[src/sdma_consts.svh]
// register map, reset values and field positions of the receive/transmit dma pointers
`ifndef SDMA_CONSTS_SVH
`define SDMA_CONSTS_SVH

`define SDMA_RX_A_START_ADDR  32'h4000c800
`define SDMA_RX_A_END_ADDR    32'h4000c804
`define SDMA_RX_B_START_ADDR  32'h4000c808
`define SDMA_RX_B_END_ADDR    32'h4000c80c
`define SDMA_RX_A_OFFSET_ADDR 32'h4000c820
`define SDMA_RX_B_OFFSET_ADDR 32'h4000c824
`define SDMA_TX_OFFSET_ADDR   32'h4000c828
`define SDMA_RX_SNAPSHOT_ADDR 32'h4000c870
`define SDMA_RX_A_ERROR_ADDR  32'h4000c830
`define SDMA_STATUS_ADDR      32'h4000c8f0

`define SDMA_FIELD_MSB        13
`define SDMA_FIELD_W          14
`define SDMA_FIELD_RESET      14'h0000
`define SDMA_RAM_BASE         32'h20000000
`define SDMA_STAT_LOADED_A    0
`define SDMA_STAT_LOADED_B    1
`define SDMA_STAT_ACTIVE_B    2
`define SDMA_STAT_SAVED       3
`define SDMA_FIFO_DEPTH       16

`endif

[src/sdma_pkg.sv]
// types shared by the dma pointer block
package sdma_pkg;
	// one received byte with its line error flag
	typedef struct packed {
		logic       err;
		logic [7:0] data;
	} rx_word_t;

	// which receive buffer the dma fills
	typedef enum logic {SEL_A, SEL_B} buf_sel_t;
endpackage

[src/serial_dma_buffer_pointers.sv]
// receive fifo and dma buffer pointer logic of a serial controller, wishbone slave
//
// Operation
// - tx offset counts bytes fetched from active transmit buffer start, 14 bits.
// - tx offset clears on transmit buffer load and on dma reset.
// - buffer A start address, 14-bit read-write, reads 0x20000000 after reset.
// - buffer B start address, 14-bit read-write, reads 0x20000000 after reset.
// - buffer A end address holds last byte dma may store there.
// - buffer B end address holds last byte dma may store there.
// - buffer A offset gives where next received byte goes.
// - buffer B offset gives where next received byte goes.
// - each receive offset clears when its buffer loads or dma resets.
// - writing a receive offset while its buffer is unloaded loads it.
// - in spi slave mode, select deassertion snapshots current receive offset.
// - only the first deassertion after reset or receive dma reset is captured; later ones leave snapshot alone.
// - buffer A first error offset records first errored byte, else zero.
`timescale 1ns/10ps
`include "sdma_consts.svh"
`default_nettype none

module sdma_fifo #(
	parameter int WIDTH = 9,
	parameter int DEPTH = `SDMA_FIFO_DEPTH
) (
	input  wire logic             clock,     // system clock
	input  wire logic             srst,      // sync reset, high
	input  wire logic             in_valid,  // writer offers a word
	input  wire logic [WIDTH-1:0] in_data,   // word written
	output var  logic             in_ready,  // room for a word
	output var  logic             out_valid, // word available
	output var  logic [WIDTH-1:0] out_data,  // head word
	input  wire logic             out_ready  // reader takes head
);
	localparam int AW = $clog2(DEPTH);
	logic [WIDTH-1:0] mem [DEPTH];
	logic [AW-1:0]    wr_ptr_q;
	logic [AW-1:0]    rd_ptr_q;
	logic [AW:0]      count_q;
	logic             push;
	logic             pop;
	logic [AW:0]      count_d;

	// handshakes use the registered flags so ready never depends on the reader
	assign push = in_valid & in_ready;
	assign pop = out_valid & out_ready;
	assign count_d = count_q + (AW+1)'(push) - (AW+1)'(pop);
	assign out_data = mem[rd_ptr_q];

	// storage, no reset needed on the data itself
	always_ff @(posedge clock) begin
		if (push) begin
			mem[wr_ptr_q] <= in_data;
		end
	end

	// pointers and occupancy
	always_ff @(posedge clock) begin
		if (srst) begin
			wr_ptr_q <= '0;
			rd_ptr_q <= '0;
			count_q <= '0;
			in_ready <= 1'b1;
			out_valid <= 1'b0;
		end else begin
			if (push) begin
				wr_ptr_q <= AW'(wr_ptr_q + 1'b1);
			end
			if (pop) begin
				rd_ptr_q <= AW'(rd_ptr_q + 1'b1);
			end
			count_q <= count_d;
			in_ready <= (count_d != (AW+1)'(DEPTH));
			out_valid <= (count_d != '0);
		end
	end
endmodule

module serial_dma_buffer_pointers import sdma_pkg::*; #(
	parameter int FIFO_DEPTH = `SDMA_FIFO_DEPTH
) (
	input  wire logic        clock,          // 20 MHz system clock
	input  wire logic        srst,           // sync reset, high
	input  wire logic        wb_cyc_i,       // bus cycle
	input  wire logic        wb_stb_i,       // bus strobe
	input  wire logic        wb_we_i,        // write enable
	input  wire logic [31:0] wb_adr_i,       // byte address
	input  wire logic [3:0]  wb_sel_i,       // byte lanes
	input  wire logic [31:0] wb_dat_i,       // write data
	output var  logic [31:0] wb_dat_o,       // read data
	output var  logic        wb_ack_o,       // acknowledge
	input  wire logic        rx_valid,       // receiver offers a byte
	input  wire rx_word_t    rx_word,        // byte plus error flag
	output var  logic        rx_ready,       // fifo can accept
	output var  logic        ram_we,         // ram write strobe
	output var  logic [13:0] ram_addr,       // ram byte address
	output var  logic [7:0]  ram_wdata,      // ram write byte
	input  wire logic        rx_dma_reset,   // receive dma reset pulse
	input  wire logic        tx_dma_reset,   // transmit dma reset pulse
	input  wire logic        tx_load,        // transmit buffer loaded pulse
	input  wire logic        tx_fetch,       // transmit byte fetched pulse
	input  wire logic        spi_slave_mode, // serial unit in spi slave mode
	input  wire logic        slave_select_n  // select pin, async
);
	logic [13:0] start_a_q;
	logic [13:0] start_b_q;
	logic [13:0] end_a_q;
	logic [13:0] end_b_q;
	logic [13:0] cnt_a_q;
	logic [13:0] cnt_b_q;
	logic [13:0] tx_cnt_q;
	logic [13:0] snap_q;
	logic [13:0] err_a_q;
	logic        err_a_set_q;
	logic        saved_q;
	logic        loaded_a_q;
	logic        loaded_b_q;
	buf_sel_t    active_q;
	logic        ss_meta_q;
	logic        ss_sync_q;
	logic        ss_prev_q;
	logic        wr_commit;
	logic        load_a;
	logic        load_b;
	logic        drain;
	logic        pop;
	logic        done;
	logic [13:0] cur_cnt;
	logic [13:0] cur_start;
	logic [13:0] cur_end;
	logic        fifo_valid;
	rx_word_t    fifo_word;
	logic [31:0] rd_d;
	logic        capture;

	// merge low two byte lanes into a 14-bit field
	function automatic logic [13:0] merge14(input logic [13:0] old, input logic [31:0] d,
		input logic [3:0] sel);
		merge14 = old;
		if (sel[0]) begin
			merge14[7:0] = d[7:0];
		end
		if (sel[1]) begin
			merge14[13:8] = d[13:8];
		end
	endfunction

	// write takes effect on the edge where the master sees ack
	assign wr_commit = wb_cyc_i & wb_stb_i & wb_we_i & wb_ack_o;
	assign load_a = wr_commit & (wb_adr_i == `SDMA_RX_A_OFFSET_ADDR) & ~loaded_a_q;
	assign load_b = wr_commit & (wb_adr_i == `SDMA_RX_B_OFFSET_ADDR) & ~loaded_b_q;

	// current buffer view
	assign cur_cnt = (active_q == SEL_A) ? cnt_a_q : cnt_b_q;
	assign cur_start = (active_q == SEL_A) ? start_a_q : start_b_q;
	assign cur_end = (active_q == SEL_A) ? end_a_q : end_b_q;
	// stall the fifo while no buffer is ready, so back-pressure reaches the receiver
	assign drain = ((active_q == SEL_A) ? loaded_a_q : loaded_b_q) & ~rx_dma_reset;
	assign pop = drain & fifo_valid;
	assign done = pop & ((cur_start + cur_cnt) == cur_end);

	sdma_fifo #(
		.WIDTH ($bits(rx_word_t)),
		.DEPTH (FIFO_DEPTH)
	) rx_fifo (
		.clock     (clock),
		.srst      (srst),
		.in_valid  (rx_valid),
		.in_data   (rx_word),
		.in_ready  (rx_ready),
		.out_valid (fifo_valid),
		.out_data  (fifo_word),
		.out_ready (drain)
	);

	// bus acknowledge, one cycle after request, dropped the cycle after
	always_ff @(posedge clock) begin
		if (srst) begin
			wb_ack_o <= 1'b0;
		end else begin
			wb_ack_o <= wb_cyc_i & wb_stb_i & ~wb_ack_o;
		end
	end

	// read mux; unmapped addresses read zero but still ack
	always_comb begin
		rd_d = 32'h00000000;
		case (wb_adr_i)
			`SDMA_RX_A_START_ADDR:  rd_d = `SDMA_RAM_BASE | {18'h00000, start_a_q};
			`SDMA_RX_B_START_ADDR:  rd_d = `SDMA_RAM_BASE | {18'h00000, start_b_q};
			`SDMA_RX_A_END_ADDR:    rd_d = `SDMA_RAM_BASE | {18'h00000, end_a_q};
			`SDMA_RX_B_END_ADDR:    rd_d = `SDMA_RAM_BASE | {18'h00000, end_b_q};
			`SDMA_RX_A_OFFSET_ADDR: rd_d = {18'h00000, cnt_a_q};
			`SDMA_RX_B_OFFSET_ADDR: rd_d = {18'h00000, cnt_b_q};
			`SDMA_TX_OFFSET_ADDR:   rd_d = {18'h00000, tx_cnt_q};
			`SDMA_RX_SNAPSHOT_ADDR: rd_d = {18'h00000, snap_q};
			`SDMA_RX_A_ERROR_ADDR:  rd_d = {18'h00000, err_a_q};
			`SDMA_STATUS_ADDR: begin
				rd_d[`SDMA_STAT_LOADED_A] = loaded_a_q;
				rd_d[`SDMA_STAT_LOADED_B] = loaded_b_q;
				rd_d[`SDMA_STAT_ACTIVE_B] = (active_q == SEL_B);
				rd_d[`SDMA_STAT_SAVED] = saved_q;
			end
			default: rd_d = 32'h00000000;
		endcase
	end

	// read data captured with the request so it is stable under ack
	always_ff @(posedge clock) begin
		if (srst) begin
			wb_dat_o <= 32'h00000000;
		end else if (wb_cyc_i & wb_stb_i & ~wb_ack_o) begin
			wb_dat_o <= rd_d;
		end
	end

	// start and end addresses; software keeps them sane before loading
	always_ff @(posedge clock) begin
		if (srst) begin
			start_a_q <= `SDMA_FIELD_RESET;
			start_b_q <= `SDMA_FIELD_RESET;
			end_a_q <= `SDMA_FIELD_RESET;
			end_b_q <= `SDMA_FIELD_RESET;
		end else if (wr_commit) begin
			if (wb_adr_i == `SDMA_RX_A_START_ADDR) begin
				start_a_q <= merge14(start_a_q, wb_dat_i, wb_sel_i);
			end
			if (wb_adr_i == `SDMA_RX_B_START_ADDR) begin
				start_b_q <= merge14(start_b_q, wb_dat_i, wb_sel_i);
			end
			if (wb_adr_i == `SDMA_RX_A_END_ADDR) begin
				end_a_q <= merge14(end_a_q, wb_dat_i, wb_sel_i);
			end
			if (wb_adr_i == `SDMA_RX_B_END_ADDR) begin
				end_b_q <= merge14(end_b_q, wb_dat_i, wb_sel_i);
			end
		end
	end

	// loaded flags; a software load beats a dma reset landing in the same cycle
	always_ff @(posedge clock) begin
		if (srst) begin
			loaded_a_q <= 1'b0;
			loaded_b_q <= 1'b0;
		end else begin
			if (load_a) begin
				loaded_a_q <= 1'b1;
			end else if (rx_dma_reset | (done & (active_q == SEL_A))) begin
				loaded_a_q <= 1'b0;
			end
			if (load_b) begin
				loaded_b_q <= 1'b1;
			end else if (rx_dma_reset | (done & (active_q == SEL_B))) begin
				loaded_b_q <= 1'b0;
			end
		end
	end

	// buffer selection: flip after the end byte, or when only the other is ready
	always_ff @(posedge clock) begin
		if (srst | rx_dma_reset) begin
			active_q <= SEL_A;
		end else if (done) begin
			active_q <= (active_q == SEL_A) ? SEL_B : SEL_A;
		end else if (active_q == SEL_A && !loaded_a_q && loaded_b_q) begin
			active_q <= SEL_B;
		end else if (active_q == SEL_B && !loaded_b_q && loaded_a_q) begin
			active_q <= SEL_A;
		end
	end

	// receive offsets; the last value stays readable after unload
	always_ff @(posedge clock) begin
		if (srst | rx_dma_reset) begin
			cnt_a_q <= `SDMA_FIELD_RESET;
			cnt_b_q <= `SDMA_FIELD_RESET;
		end else begin
			if (load_a) begin
				cnt_a_q <= `SDMA_FIELD_RESET;
			end else if (pop & (active_q == SEL_A)) begin
				cnt_a_q <= cnt_a_q + 14'h0001;
			end
			if (load_b) begin
				cnt_b_q <= `SDMA_FIELD_RESET;
			end else if (pop & (active_q == SEL_B)) begin
				cnt_b_q <= cnt_b_q + 14'h0001;
			end
		end
	end

	// ram write port, registered so every output is a flop
	always_ff @(posedge clock) begin
		if (srst) begin
			ram_we <= 1'b0;
			ram_addr <= 14'h0000;
			ram_wdata <= 8'h00;
		end else begin
			ram_we <= pop;
			if (pop) begin
				ram_addr <= cur_start + cur_cnt;
				ram_wdata <= fifo_word.data;
			end
		end
	end

	// first error in buffer A; held until reload or dma reset
	always_ff @(posedge clock) begin
		if (srst | rx_dma_reset | load_a) begin
			err_a_q <= `SDMA_FIELD_RESET;
			err_a_set_q <= 1'b0;
		end else if (pop & (active_q == SEL_A) & fifo_word.err & ~err_a_set_q) begin
			err_a_q <= cnt_a_q;
			err_a_set_q <= 1'b1;
		end
	end

	// transmit offset; load wins over a fetch in the same cycle
	always_ff @(posedge clock) begin
		if (srst | tx_dma_reset | tx_load) begin
			tx_cnt_q <= `SDMA_FIELD_RESET;
		end else if (tx_fetch) begin
			tx_cnt_q <= tx_cnt_q + 14'h0001;
		end
	end

	// select pin synchroniser; only the second stage feeds the edge detect
	always_ff @(posedge clock) begin
		if (srst) begin
			ss_meta_q <= 1'b1;
			ss_sync_q <= 1'b1;
			ss_prev_q <= 1'b1;
		end else begin
			ss_meta_q <= slave_select_n;
			ss_sync_q <= ss_meta_q;
			ss_prev_q <= ss_sync_q;
		end
	end

	assign capture = spi_slave_mode & ss_sync_q & ~ss_prev_q & ~saved_q;

	// snapshot taken once; rearmed only by a receive dma reset or a system reset
	always_ff @(posedge clock) begin
		if (srst) begin
			snap_q <= `SDMA_FIELD_RESET;
			saved_q <= 1'b0;
		end else if (capture) begin
			snap_q <= cur_cnt;
			saved_q <= 1'b1;
		end else if (rx_dma_reset) begin
			saved_q <= 1'b0;
		end
	end
endmodule

`default_nettype wire

[config.mk]
export PLATFORM = sky130hd
export DESIGN_NAME = serial_dma_buffer_pointers
export DESIGN_NICKNAME = d
export VERILOG_FILES = /design/src/sdma_pkg.sv /design/src/serial_dma_buffer_pointers.sv
export VERILOG_INCLUDE_DIRS = /design/src /design/src/src
export SDC_FILE = /design/constraint.sdc
export NUM_CORES = 1
export LEC_CHECK = 0
export BUFFER_PORTS_ARGS = -buffer_cell sky130_fd_sc_hd__buf_2
export CORE_MARGIN = 4
export CORE_UTILIZATION = 30
export DETAILED_ROUTE_END_ITERATION = 10
export PLACE_DENSITY = 0.52
export SLEW_MARGIN = 30
export SYNTH_ARGS = -nofsm -noshare
export SYNTH_HDL_FRONTEND = slang
export SYNTH_SLANG_ARGS = --single-unit
[constraint.sdc]
create_clock -name clock -period 5.8 [get_ports clock]
set_input_delay 0.58 -clock clock [delete_from_list [all_inputs] [get_ports clock]]
set_output_delay 0.58 -clock clock [all_outputs]
set_load 0.005 [all_outputs]
==> out/metrics.cfg <==
[timing]
clock_skew_ps=16.7
worst_pin_slew_ps=915
drv_slew=0
hold_ws_ps=234
rsz0062_at_grt=no
period_needed_ps=4290
fmaxAchievable_mhz=233
slew_headroom_pct=38.7
period_share_pct=73.9
setup_viol=0
setup_slack_ps=1510
setup_tns_ps=0
hold_viol_final=0

[setup_path]
worstSetupEndpointType=register
crit_cells=11
start_kind=register
cpPeakStageDelay_ps=710
worstPathRequired_ps=6240
r2r_cells=11
path_class=register to register
crit_family=compound AO/OA/AOI/OAI gates
crit_buf_inv=1
crit_fanout=24
cpMaxStageDelayCell=dfxtp_2
cp_cell_sequence=buf_4 > mux2_2 > fa_1 > a21o_1 > a221oi_2 > nor2_1 > or3_1 > nand4_1 > nand4b_1 > o31a_1 > a2111oi_2
crit_arrival_ps=4730

[grt]
grt_pass1_vias=10624
grt_overflow_total=0
grt_usage_pct=15.2
antenna_found_initial=1
grt_pass1_wl_mm=63.9
grt_max_degree=89

[yosys]
synthesis.instances=1363
synth_area_per_cell_sq_um=11.3
seq_area_frac_synth_pct=53.1
synth_edf_count=144
synthArstFlopShare_pct=0
ys_ff_latch=336
yosys_most_used_dff=dfxtp_1
netlist-cell-type-count=68
syn_area_sq_um=15400
ys_warn_count=0

[die]
rows=82
dieArea_sq_um=54900
ios=146
design.core.area_sq_um=50400
dieWidth_um=234
chipHeight_um=234
initial_core_util_pct=30.5

[power]
p_clk_share_pct=44.6
p_per_area_nw_per_um2=293
p_seq_share_pct=49.2
p_int_mw=4.03
peakVddDrop_mv=0.218
leakage_nw=6.27
switchingPower_mw=1.17
comb_power_share_pct=6.2
swShare_pct=22.5

[placement]
io_buffers=108
dpl_cell_area_sq_um=16600
dpl_worst_slack_ps=1530
dpl.hpwl_mm=29.4
gp_congestion=0.829

[worst_hold_path]
hold_path_class=primary input to register
min_delay_path_depth=2

[clock_network]
cts_buffers=39
clkLatencyLatePin_ps=550
cts_num_sinks=336
clk_path_buf_depth=3
cts_resized=0
htreeDepth=2
cts_tree=built
cts_root_buffer=clkbuf_16
path_clk_slew_ps=60
hold_buffers=0
post_cts_buffers=0

[layout]
fin_area_sq_um=17800
area_delta_synth_final_pct=15.6
final_core_util_pct=35.3
final_common_cell=dfxtp_1
drive_gt1_share_pct=19.4
layout_common_cells=dfxtp_1, nor2_1, edfxtp_1
nFillCells=4982
final_net_count=1570

[routing]
viasPerCell=4.97
wl_per_cell_um=19.5
initialDrtViolationCount=740
drc=0
antenna_left=0
wirelength_mm=42.0
firstDrtPassIters=5
dr_total_vias=10714

[run]
cap_violations=0

[run_status]
status=completed

==> cell type report <==
type                    count  area (sq um)  area share (%)
diodes                      2          5.00          0.0281
multi-input cells         932          6850            38.5
clock inverters            10           101           0.570
inverters                  20          75.1           0.422
clock buffers              58          1080            6.06
flip-flops and latches    336          8170            45.9
repair buffers            124           667            3.75
well taps                 672           841            4.73
==> sequential cells by signal (all words and copies together) (netlist names), 14 cells and up, named ones only <==
| register | flops |
|---|---|
| err_a_q | 14 |
| start_b_q | 14 |
| cnt_b_q | 14 |
| end_a_q | 14 |
| wb_dat_o | 15 |
| snap_q | 14 |
| rx_fifo.mem | 144 |
| tx_cnt_q | 14 |
| cnt_a_q | 14 |
| start_a_q | 14 |
| end_b_q | 14 |
| ram_addr | 14 |
==> power groups by stage <==
stage	registers, mW	clock network (mW)	logic (mW)
2_1_floorplan	2.60	0	0.223
4_1_cts	2.56	2.39	0.327
3_5_place_dp	2.61	0	0.326
5_1_grt	2.56	2.49	0.368
6_report	2.56	2.32	0.325
3_3_place_gp	2.61	0	0.319
==> metrics by stage <==
stage                     power, mW  instances
after floorplan                2.82       1379
final                          5.20       2154
after detailed placement       2.94       2084
after CTS                      5.27       2152
after global routing           5.42       2152
after global placement         2.93       2084
==> cells by family (layout without fill, tap and decap cells) <==
logic type	after synthesis	in the layout	share of synthesized area, %
buffers and inverters	111	212	3.22
adder cells (fa/ha/maj)	28	28	2.38
multiplexers	174	174	15.3
AND/OR/NAND/NOR	455	455	13.6
AO/OA/AOI/OAI	183	183	7.88
flip-flops	336	336	53.1
XOR/XNOR	75	75	4.45
other	1	19	0.0244
==> Yosys cell counts, types with 13 or more instances <==
library cell | n | area share (%)
a21oi_1 | 75 | 2.4
a222oi_1 | 14 | 0.91
a22o_1 | 13 | 0.74
a22oi_1 | 15 | 0.73
buf_4 | 19 | 0.93
clkbuf_1 | 54 | 1.3
dfxtp_1 | 192 | 25
edfxtp_1 | 144 | 28
ha_1 | 26 | 2.1
inv_1 | 20 | 0.49
mux2_2 | 29 | 2.1
mux2i_1 | 99 | 6.4
mux4_2 | 46 | 6.7
nand2_1 | 138 | 3.4
nand3_1 | 30 | 0.98
nand4_1 | 20 | 0.81
nor2_1 | 179 | 4.4
o21ai_0 | 20 | 0.65
xnor2_1 | 32 | 1.8
xor2_1 | 41 | 2.3
==> worst register-to-register path: stages (launching register included) <==
cell	delay (ps)
dfxtp_2	710
buf_4	400
mux2_2	400
fa_1	430
a21o_1	220
a221oi_2	430
nor2_1	200
or3_1	400
nand4_1	100
nand4b_1	210
o31a_1	350
a2111oi_2	320
==> routing by layer <==
metal / track usage, % / wire length [um]
met5: 0 / 0
met4: 5.22 / 1290
met3: 2.71 / 2130
met2: 26.3 / 20800
met1: 19.0 / 17700
==> path summary, 6_finish.rpt <==
kind | start | end | slack (ps)
max | active_q | active_q | 1510
min | slave_select_n | ss_meta_q | 230
max reg2reg | active_q | active_q | 1510
min reg2reg | ss_meta_q | ss_sync_q | 410
(Power assumes the default switching activity.)
